==> config.mk <==
export PLATFORM = sky130hd
export DESIGN_NAME = flash_reset_host
export DESIGN_NICKNAME = d
export VERILOG_FILES = /design/src/hdl/flash_reset_pkg.sv /design/src/hdl/wait_timer_if.sv /design/src/hdl/wait_timer.sv /design/src/hdl/flash_reset_host.sv
export SDC_FILE = /design/constraint.sdc
export NUM_CORES = 1
export LEC_CHECK = 0
export BUFFER_PORTS_ARGS = -buffer_cell sky130_fd_sc_hd__buf_4
export CORE_MARGIN = 5
export CORE_UTILIZATION = 55
export DETAILED_ROUTE_END_ITERATION = 10
export PLACE_DENSITY = 0.77
export SYNTH_ARGS = -nofsm -noshare
export SYNTH_HDL_FRONTEND = slang
export SYNTH_SLANG_ARGS = --single-unit
==> constraint.sdc <==
create_clock -name ref_clk -period 2.5 [get_ports ref_clk]
set_input_delay 0 -clock ref_clk [delete_from_list [all_inputs] [get_ports ref_clk]]
set_output_delay 0 -clock ref_clk [all_outputs]
set_load 0.01 [all_outputs]
==> src/hdl/flash_reset_pkg.sv <==
// constants for the flash reset sequencing host controller
package flash_reset_pkg;
    // clock period in ns
    localparam int CLK_PERIOD_NS = 100;
    // ns units per us
    localparam int NS_PER_US     = 1000;

    // printed minimum times
    localparam int CORE_SUPPLY_SETUP_TIME_US     = 300;
    localparam int IO_SUPPLY_SETUP_TIME_US       = 300;
    localparam int RESTART_HOLD_TIME_US          = 35;
    localparam int RESTART_PULSE_WIDTH_NS        = 200;
    localparam int RESTART_HIGH_TO_SELECT_GAP_NS = 50;
    localparam int SELECT_HIGH_PULSE_WIDTH_NS    = 20;

    // least times round up to whole cycles, never below one
    function automatic int min_cycles(input int ns);
        int c;
        c = (ns + CLK_PERIOD_NS - 1) / CLK_PERIOD_NS;
        return (c < 1) ? 1 : c;
    endfunction : min_cycles

    localparam int SUPPLY_SETUP_NS =
        (CORE_SUPPLY_SETUP_TIME_US > IO_SUPPLY_SETUP_TIME_US) ?
        CORE_SUPPLY_SETUP_TIME_US * NS_PER_US :
        IO_SUPPLY_SETUP_TIME_US * NS_PER_US;
    localparam int SUPPLY_SETUP_CYCLES = min_cycles(SUPPLY_SETUP_NS);
    localparam int HOLD_CYCLES  = min_cycles(RESTART_HOLD_TIME_US * NS_PER_US);
    localparam int PULSE_CYCLES = min_cycles(RESTART_PULSE_WIDTH_NS);
    localparam int GAP_CYCLES   = min_cycles(RESTART_HIGH_TO_SELECT_GAP_NS);
    localparam int SELECT_HIGH_CYCLES = min_cycles(SELECT_HIGH_PULSE_WIDTH_NS);

    localparam int CNT_W = 16;
    localparam logic [CNT_W-1:0] CNT_ZERO = 16'h0000;
    localparam logic [CNT_W-1:0] CNT_ONE  = 16'h0001;

    // sequencer states
    typedef enum logic [5:0] {
        ST_POWER_WAIT = 6'h01,
        ST_PULSE      = 6'h02,
        ST_HOLD       = 6'h04,
        ST_GAP        = 6'h08,
        ST_READY      = 6'h10,
        ST_SELECT_GAP = 6'h20
    } seq_state_t;
endpackage : flash_reset_pkg

==> src/hdl/wait_timer_if.sv <==
// load and expiry signals between the sequencer and its wait timer
`timescale 1ns/1ps
interface wait_timer_if;
    logic                               load;
    logic [flash_reset_pkg::CNT_W-1:0]  count;
    logic                               done;
    modport owner (output load, output count, input done);
    modport timer (input load, input count, output done);
endinterface : wait_timer_if

==> src/hdl/wait_timer.sv <==
// down-counting wait timer with a one-cycle load
`timescale 1ns/1ps
module wait_timer (
    // clock and reset
    input  wire logic        ref_clk,
    input  wire logic        resetn,
    // control
    wait_timer_if.timer      tmr
);
    typedef struct packed {
        logic [flash_reset_pkg::CNT_W-1:0] left;
    } timer_state_t;

    timer_state_t cur;
    timer_state_t next_cur;

    always_comb begin
        next_cur = cur;
        if (tmr.load) begin
            next_cur.left = tmr.count;
        end else if (cur.left != flash_reset_pkg::CNT_ZERO) begin
            next_cur.left = cur.left - flash_reset_pkg::CNT_ONE;
        end
    end

    always_ff @(posedge ref_clk or negedge resetn) begin
        if (!resetn) begin
            // out of reset already timing the supply setup wait
            cur.left <= flash_reset_pkg::CNT_W'(
                flash_reset_pkg::SUPPLY_SETUP_CYCLES);
        end else begin
            cur <= next_cur;
        end
    end

    // from the register only: a load-dependent done would loop through
    // the sequencer's combinational load decision
    assign tmr.done = (cur.left == flash_reset_pkg::CNT_ZERO);
endmodule : wait_timer

==> src/hdl/flash_reset_host.sv <==
// host-side power-on and warm reset sequencer for a parallel flash
//
// Summary of operation
// - host gives a fresh chip-enable fall after cold reset before access.
// - optional power-up reset: pulse at least 200 ns, hold 35 us.
// - host keeps reset high 50 ns before chip enable goes low.
// - pulse width plus hold phase covers the reset hold time; the high-to-select gap follows release.
// - chip enable stays high at least 20 ns between accesses.
`timescale 1ns/1ps
module flash_reset_host (
    // clock and reset
    input  wire logic ref_clk,
    input  wire logic resetn,
    // user side
    input  wire logic por_reset_req,
    input  wire logic warm_reset_req,
    input  wire logic access_req,
    output logic      access_ready,
    output logic      reset_busy,
    output logic      device_busy,
    // flash pins
    output logic      flash_reset_n,
    output logic      flash_select_n,
    input  wire logic ready_busy_n
);
    typedef struct packed {
        flash_reset_pkg::seq_state_t st;
        logic                        reset_n;
        logic                        select_n;
    } host_state_t;

    host_state_t cur;
    host_state_t next_cur;
    wait_timer_if tmr ();

    wait_timer u_timer (
        .ref_clk (ref_clk),
        .resetn  (resetn),
        .tmr     (tmr)
    );

    // =========================================================
    // sequencer
    always_comb begin
        next_cur  = cur;
        tmr.load  = 1'b0;
        tmr.count = flash_reset_pkg::CNT_ZERO;
        unique case (cur.st)
            flash_reset_pkg::ST_POWER_WAIT: begin
                // controls are ignored by the device here, wait it out
                if (tmr.done) begin
                    if (!cur.reset_n) begin
                        // hold counted from end of supply setup
                        next_cur.st = flash_reset_pkg::ST_HOLD;
                        tmr.load    = 1'b1;
                        tmr.count   = flash_reset_pkg::CNT_W'(
                            flash_reset_pkg::HOLD_CYCLES);
                    end else begin
                        next_cur.st = flash_reset_pkg::ST_GAP;
                        tmr.load    = 1'b1;
                        tmr.count   = flash_reset_pkg::CNT_W'(
                            flash_reset_pkg::GAP_CYCLES);
                    end
                end
            end
            flash_reset_pkg::ST_PULSE: begin
                if (tmr.done) begin
                    next_cur.st = flash_reset_pkg::ST_HOLD;
                    tmr.load    = 1'b1;
                    // hold less pulse keeps pulse plus hold phase >= hold
                    tmr.count   = flash_reset_pkg::CNT_W'(
                        flash_reset_pkg::HOLD_CYCLES -
                        flash_reset_pkg::PULSE_CYCLES);
                end
            end
            flash_reset_pkg::ST_HOLD: begin
                if (tmr.done) begin
                    next_cur.reset_n = 1'b1;
                    next_cur.st      = flash_reset_pkg::ST_GAP;
                    tmr.load         = 1'b1;
                    tmr.count        = flash_reset_pkg::CNT_W'(
                        flash_reset_pkg::GAP_CYCLES);
                end
            end
            flash_reset_pkg::ST_GAP: begin
                // also waits for busy to clear, covering a cold rerun
                if (tmr.done && ready_busy_n) begin
                    next_cur.st = flash_reset_pkg::ST_READY;
                end
            end
            flash_reset_pkg::ST_READY: begin
                if (warm_reset_req) begin
                    next_cur.reset_n  = 1'b0;
                    next_cur.select_n = 1'b1;
                    next_cur.st       = flash_reset_pkg::ST_PULSE;
                    tmr.load          = 1'b1;
                    tmr.count         = flash_reset_pkg::CNT_W'(
                        flash_reset_pkg::PULSE_CYCLES);
                end else if (access_req && cur.select_n) begin
                    // fresh falling edge of select for each access
                    next_cur.select_n = 1'b0;
                end else if (!access_req && !cur.select_n) begin
                    next_cur.select_n = 1'b1;
                    next_cur.st       = flash_reset_pkg::ST_SELECT_GAP;
                    tmr.load          = 1'b1;
                    tmr.count         = flash_reset_pkg::CNT_W'(
                        flash_reset_pkg::SELECT_HIGH_CYCLES);
                end
            end
            flash_reset_pkg::ST_SELECT_GAP: begin
                if (tmr.done) begin
                    next_cur.st = flash_reset_pkg::ST_READY;
                end
            end
        endcase
        // power-on request restarts the whole cold sequence
        if (por_reset_req) begin
            next_cur.st           = flash_reset_pkg::ST_POWER_WAIT;
            next_cur.select_n     = 1'b1;
            tmr.load              = 1'b1;
            tmr.count             = flash_reset_pkg::CNT_W'(
                flash_reset_pkg::SUPPLY_SETUP_CYCLES);
        end
    end

    always_ff @(posedge ref_clk or negedge resetn) begin
        if (!resetn) begin
            cur.st           <= flash_reset_pkg::ST_POWER_WAIT;
            cur.reset_n      <= 1'b1;
            cur.select_n     <= 1'b1;
        end else begin
            cur <= next_cur;
        end
    end

    // =========================================================
    // outputs
    assign flash_reset_n  = cur.reset_n;
    assign flash_select_n = cur.select_n;
    assign access_ready   = (cur.st == flash_reset_pkg::ST_READY) &&
                            !cur.select_n;
    assign reset_busy     = (cur.st != flash_reset_pkg::ST_READY) &&
                            (cur.st != flash_reset_pkg::ST_SELECT_GAP);
    assign device_busy    = !ready_busy_n;
endmodule : flash_reset_host

==> Word-level counts from Yosys, hierarchy flattened <==
Cells that the tools add are included.
Widths: inputs -> output; s select.
{ "word_totals": {"regBits": 24, "input_bits": 6, "out_inout_bits": 5, "word_cells": 75} }
{ "classes": {"add_sub_neg": 1, "n_eq_ne": 17, "n_mux": 35, "n_reduce_logical": 18} }
{ "op_table": {"columns": ["cell", "count"], "rows": [
  ["$mux 16", 5],
  ["$pmux 16 s4", 1],
  ["$mux 6", 8],
  ["$pmux 6 s6", 1],
  ["$mux 9", 3],
  ["$logic_not 16->1", 1],
  ["$reduce_bool 16->1", 1],
  ["$sub 16x1->16 const B", 1],
  ["$ne 3x3->1 const B", 5],
  ["$mux 1", 13],
  ["$ne 4x4->1 const B", 2],
  ["$mux 7", 1],
  ["$reduce_and 7->1", 1],
  ["$eq 6x1->1 const B", 1],
  ["$eq 6x2->1 const B", 1],
  ["$eq 6x3->1 const B", 1],
  ["$eq 6x4->1 const B", 1],
  ["$eq 6x5->1 const B", 1],
  ["$eq 6x6->1 const B", 1],
  ["$ne 6x5->1 const B", 1],
  ["$ne 6x6->1 const B", 1],
  ["$reduce_bool 2->1", 3],
  ["$logic_and 1x1->1", 5],
  ["$mux 4", 1],
  ["other kinds (7)", 11]
]} }

==> Depth between registers and ports, before layout <==
{ "depth": {"depth_word": 8, "mapped_depth": 8, "depth_no_buf": 7} }

==> Cells and area by module <==
A second synthesis with hierarchy kept.
{ "hier_totals": {"hier_cells": 201, "hier_area_um2": 1785.5} }
{ "by_module_without_submodules": {"columns": ["mod", "instances", "cells_each", "area_per_inst_um2", "seq_area_each_um2"], "rows": [
  ["wait_timer", 1, 104, 1014.7, 409.1],
  ["flash_reset_host", 1, 97, 770.7, 203.9]
]} }

==> Worst setup path before layout <==
Ideal clock, no wire load.
{ "synth_path": {"path_type": "flip-flop to flip-flop", "startpoint": "register u_timer.cur[0] in the netlist's numbering", "endpoint": "register cur[5] in the netlist's numbering", "setup_ps": 125, "t_arrival_ps": 1901, "setup_slack_ps": 474, "stages_incl_launch_ff": 8, "path_cell_list": "dfrtp_1 inv_1 ha_1 or4b_4 and4bb_2 a211oi_1 o21a_4 mux2_4"} }
{ "synth_between": {"elab_chain_cells": 4, "word_cells_on_any_way": 8, "classes_between": "5 x eq/ne; 3 x reduce/logical"} }
{ "synth_rtl": {"columns": ["item", "line_no", "rtl"], "rows": [
  ["from (decl)", "wait_timer.sv:14", "timer_state_t cur;"],
  ["from (signal assigned)", "wait_timer.sv:32", "cur <= next_cur;"],
  ["$logic_not 16->1 (*)", "wait_timer.sv:38", "assign tmr.done = (cur.left == flash_reset_pkg::CNT_ZERO);"],
  ["$logic_and 1x1->1", "flash_reset_host.sv:87", "if (tmr.done && ready_busy_n) begin"],
  ["$ne 3x3->1 (no line)", null, null],
  ["$reduce_and 7->1 (no line) (*)", null, null],
  ["to (signal assigned)", "flash_reset_host.sv:132", "cur <= next_cur;"],
  ["to (decl)", "flash_reset_host.sv:32", "host_state_t cur;"]
]} }
Mark *: on every way between the ends. The rest lies on a longest branch, timed or not.
A chain may end at the register's enable or synchronous reset.

==> Final worst setup path <==
{ "layout_path": {"startpoint": "register u_timer.cur[0] in the netlist's numbering", "endpoint": "register u_timer.cur[8] in the netlist's numbering"} }
{ "layout_between": {"elab_chain_cells": 5, "word_cells_on_any_way": 13, "classes_between": "1 x add/sub; 9 x mux; 3 x reduce/logical"} }
{ "layout_rtl": {"columns": ["item"], "rows": [
  ["parallel branches: the longest is 5 deep, another holds $sub 16x1->16"]
]} }
Several ways; the timed one is not identified. The select of a mux whose other input is x is not followed.

==> results_dict.tcl <==
set metrics [dict create \
    ys_ff_latch 24 \
    antennaDiodeCount 0 \
    synth_cells 183 \
    cts_root_buf "clkbuf_4" \
    design.portCount 11 \
    remaining_drc_errors 0 \
    path_cells "inv_1, ha_1, or4b_4, nand4bb_4, buf_12, o31ai_2, a41oi_1, o21ai_1" \
    clk_pin_slew_worst_paths_ns 0.14 \
    top_library_cells_by_usage_in_the_layout_fill_and_taps_aside "nor2_1, dfrtp_1, nor3_1, xnor2_1, buf_4" \
    floorplan.die_area_sq_um 4309 \
    path_class "reg2reg" \
    ys_seq_area_share_pct 36.00 \
    final_nets 207 \
    rsz0062_at_grt "no" \
    setup_viol 0 \
    worst-r2r-setup-slack_ns 0.25 \
    first_global_vias 1455 \
    syn_avg_cell_area_sq_um 9.305 \
    cap_viol_max_count 0 \
    reg2reg_to "u_timer.cur[8]$_DFFE_PN1P_" \
    htree_levels 1 \
    first_pass_iters 4 \
    fp.coreArea_sq_um 3003 \
    worstPathArrival_ns 2.51 \
    chipHeight_um 65.65 \
    via_per_inst 6.417 \
    worstSkewPairLatency_ns 0.32 \
    most_used_dff_post_synth "dfrtp_1" \
    rows 20 \
    nFillCells 246 \
    grt_overflow_total 0 \
    finalCoreUtilization_pct 62.83 \
    grt_antenna_before_repair 0 \
    synth_edf_count 0 \
    multiplexer_share_of_the_synthesized_area_pct 0.8817 \
    final.hold.worst_slack_ns 0.09314 \
    final_common_cell "nor2_1" \
    crit_fanout 7 \
    post_cts_resize_count 0 \
    die-width_um 65.65 \
    crit_buf_inv 2 \
    global_route.usage.total_pct 19.75 \
    grt_first_pass_wirelength_um 6810 \
    initial_core_util_pct 56.71 \
    slew_viol_final 0 \
    synth_compound_area_share_pct 19.25 \
    setup-tns-final_ns 0 \
    drive_above_1_share_pct 20.00 \
    reg2regPathDepth 8 \
    synthArstFlopShare_pct 100.0 \
    worstMarginPinSlew_ns 0.5843 \
    p_leak_nw 0.7374 \
    clock_skews_ns 0.002968 \
    yosys.area_share.xor_xnor_pct 8.744 \
    number_of_clock_sinks 24 \
    outcome "complete, no violations" \
    yosys_warnings 0 \
    vdd_ir_drop_max_mv 0.2128 \
    synthToLayoutAreaGrowth_pct 10.80 \
    place.detailed.hpwl_um 2761 \
    cpPeakStageDelay_ns 0.47 \
    synth_simple_gate_area_share_pct 27.92 \
    end_kind "flop" \
    finalCritPeriodShare_pct 89.89 \
    yosys.cell_types.count 53 \
    worst_path_max_delay_cell "or4b_4" \
    final_hold_viol_count 0 \
    route.antenna.remaining_nets 0 \
    cts_buffers 3 \
    placed_cells 218 \
    port_buffers 10 \
    routed_vias 1463 \
    startpoint_type "flop" \
    layoutNonFillerInstCount 228 \
    fin_crit_ns 2.247 \
    path_delay_family "simple AND/OR/NAND/NOR gates" \
    routed_wirelength_um 3804 \
    regToRegStartpoint "u_timer.cur[0]$_DFFE_PN0P_" \
    pre_cts_ws_ns 0.2306 \
    syn_nets 194 \
    cp.required_ns 2.76 \
    largest_family_of_logic_cells_by_synthesized_area "simple AND/OR/NAND/NOR gates" \
    synthAdderAreaFrac_pct 3.674 \
    tritoncts "built" \
    gpl.final_weighted_congestion 0.9082 \
    hold_path.class "in2async" \
    drt-wirelength-per-cell_um 16.68 \
    pwr_density_cell_nw_per_um2 468.6 \
    maximum_number_of_pins_on_one_net_before_global_route_repair 25 \
    fmax_ghz 0.4450 \
    max-slew-margin-rel_pct 60.71 \
    detailedRoute.firstIterationViolations 125 \
    netlist_area_sq_um 1703 \
    cts_buffer_depth 2 \
    setup_ws_ns 0.2529 \
]
[routing by layer]
layer / vias to the layer above / GRT usage, % / wire length, um
li1: 696 / - / -
met1: 728 / 26.90 / 1776
met2: 35 / 33.17 / 1834
met3: 4 / 2.393 / 166
met4: 0 / 4.663 / 27
met5: - / 0 / 0
[worst reg2reg max path: stages, from the launching register on]
cell and delay [ns]:
dfrtp_1 0.45, inv_1 0.10, ha_1 0.14, or4b_4 0.47, nand4bb_4 0.27, buf_12 0.19
o31ai_2 0.32, a41oi_1 0.09, o21ai_1 0.16
[worst max path at each step]
stage | end | slack [ns] | cells after the start | from
5_1_grt | u_timer.cur[8]$_DFFE_PN1P_ | 0.05 | 8 | u_timer.cur[0]$_DFFE_PN0P_
2_1_floorplan | cur[5]$_DFFE_PN0P_ | 0.47 | 7 | u_timer.cur[0]$_DFFE_PN0P_
3_5_place_dp | u_timer.cur[13]$_DFFE_PN0P_ | 0.23 | 6 | u_timer.cur[0]$_DFFE_PN0P_
3_3_place_gp | u_timer.cur[8]$_DFFE_PN1P_ | 0.32 | 7 | u_timer.cur[0]$_DFFE_PN0P_
6_report | u_timer.cur[8]$_DFFE_PN1P_ | 0.25 | 8 | u_timer.cur[0]$_DFFE_PN0P_
4_1_cts | u_timer.cur[13]$_DFFE_PN0P_ | 0.20 | 6 | u_timer.cur[0]$_DFFE_PN0P_
[state kept, by name, summed over array words and instances, names as in the netlist]
name	count
cur	6
flash_reset_n	1
flash_select_n	1
u_timer.cur	16
[what timing repair did]
| action | 4_1_cts | 5_1_grt |
|---|---|---|
| endpoints found under the setup margin | 0 | 3 |
| buffers inserted | 0 | 3 |
| hold buffers | 3 | 0 |
| hold endpoints to repair | 34 | 0 |
[cells in the mapped netlist, types with 2 or more instances]
cell type	count	area share, %
nor2_1	20	4.4
dfrtp_1	14	21
nor3_1	13	3.8
xnor2_1	12	6.2
dfstp_2	10	15
nand2_1	10	2.2
nand3_1	8	2.4
o21ai_0	8	2.4
a21oi_1	6	1.8
inv_1	6	1.3
or3_1	6	2.2
clkbuf_1	5	1.1
ha_1	5	3.7
xor2_1	5	2.6
nand2b_1	4	1.5
buf_2	3	0.88
nand3b_1	3	1.3
nor2b_1	2	0.73
nor3b_1	2	0.88
nor4_1	2	0.73
nor4_2	2	1.5
o2111a_1	2	1.3
o21a_1	2	0.88
o21ai_1	2	0.59
o31ai_1	2	0.88
o32a_1	2	1.2
[area by class of cell]
| type | count | area [sq um] | share of cell area [%] |
|---|---|---|---|
| tap | 33 | 41.29 | 2.188 |
| inverter | 7 | 26.28 | 1.393 |
| multi-input combinational | 144 | 1030 | 54.58 |
| sequential | 24 | 613.1 | 32.49 |
| timing repair buffer | 16 | 140.1 | 7.427 |
| clock buffer | 4 | 36.28 | 1.923 |
[stage by stage]
stage	instance area [sq um]	total power [mW]
finish	1887	0.8841
global route	1887	0.9409
CTS	1852	0.8902
detailed placement	1785	0.6728
global placement	1785	0.6683
floorplan	1703	0.6190
[where the power goes]
part	leakage, nW	internal (mW)	total [mW]	switching (mW)
clock network	0.0210	0.0890	0.211	0.122
logic	0.422	0.0962	0.210	0.114
registers	0.295	0.417	0.464	0.0462
[cell families (layout without fill, tap and decap cells)]
group | count (synthesis) | count (layout)
and+or+nand+nor | 80 | 80
AOI/OAI and AO/OA | 41 | 41
DFF | 24 | 24
xor gates and xnor gates | 17 | 17
buffers and inverters | 15 | 27
adders and majority gates | 5 | 5
muxes | 1 | 1
No activity file was read; power rests on OpenSTA's default activity.
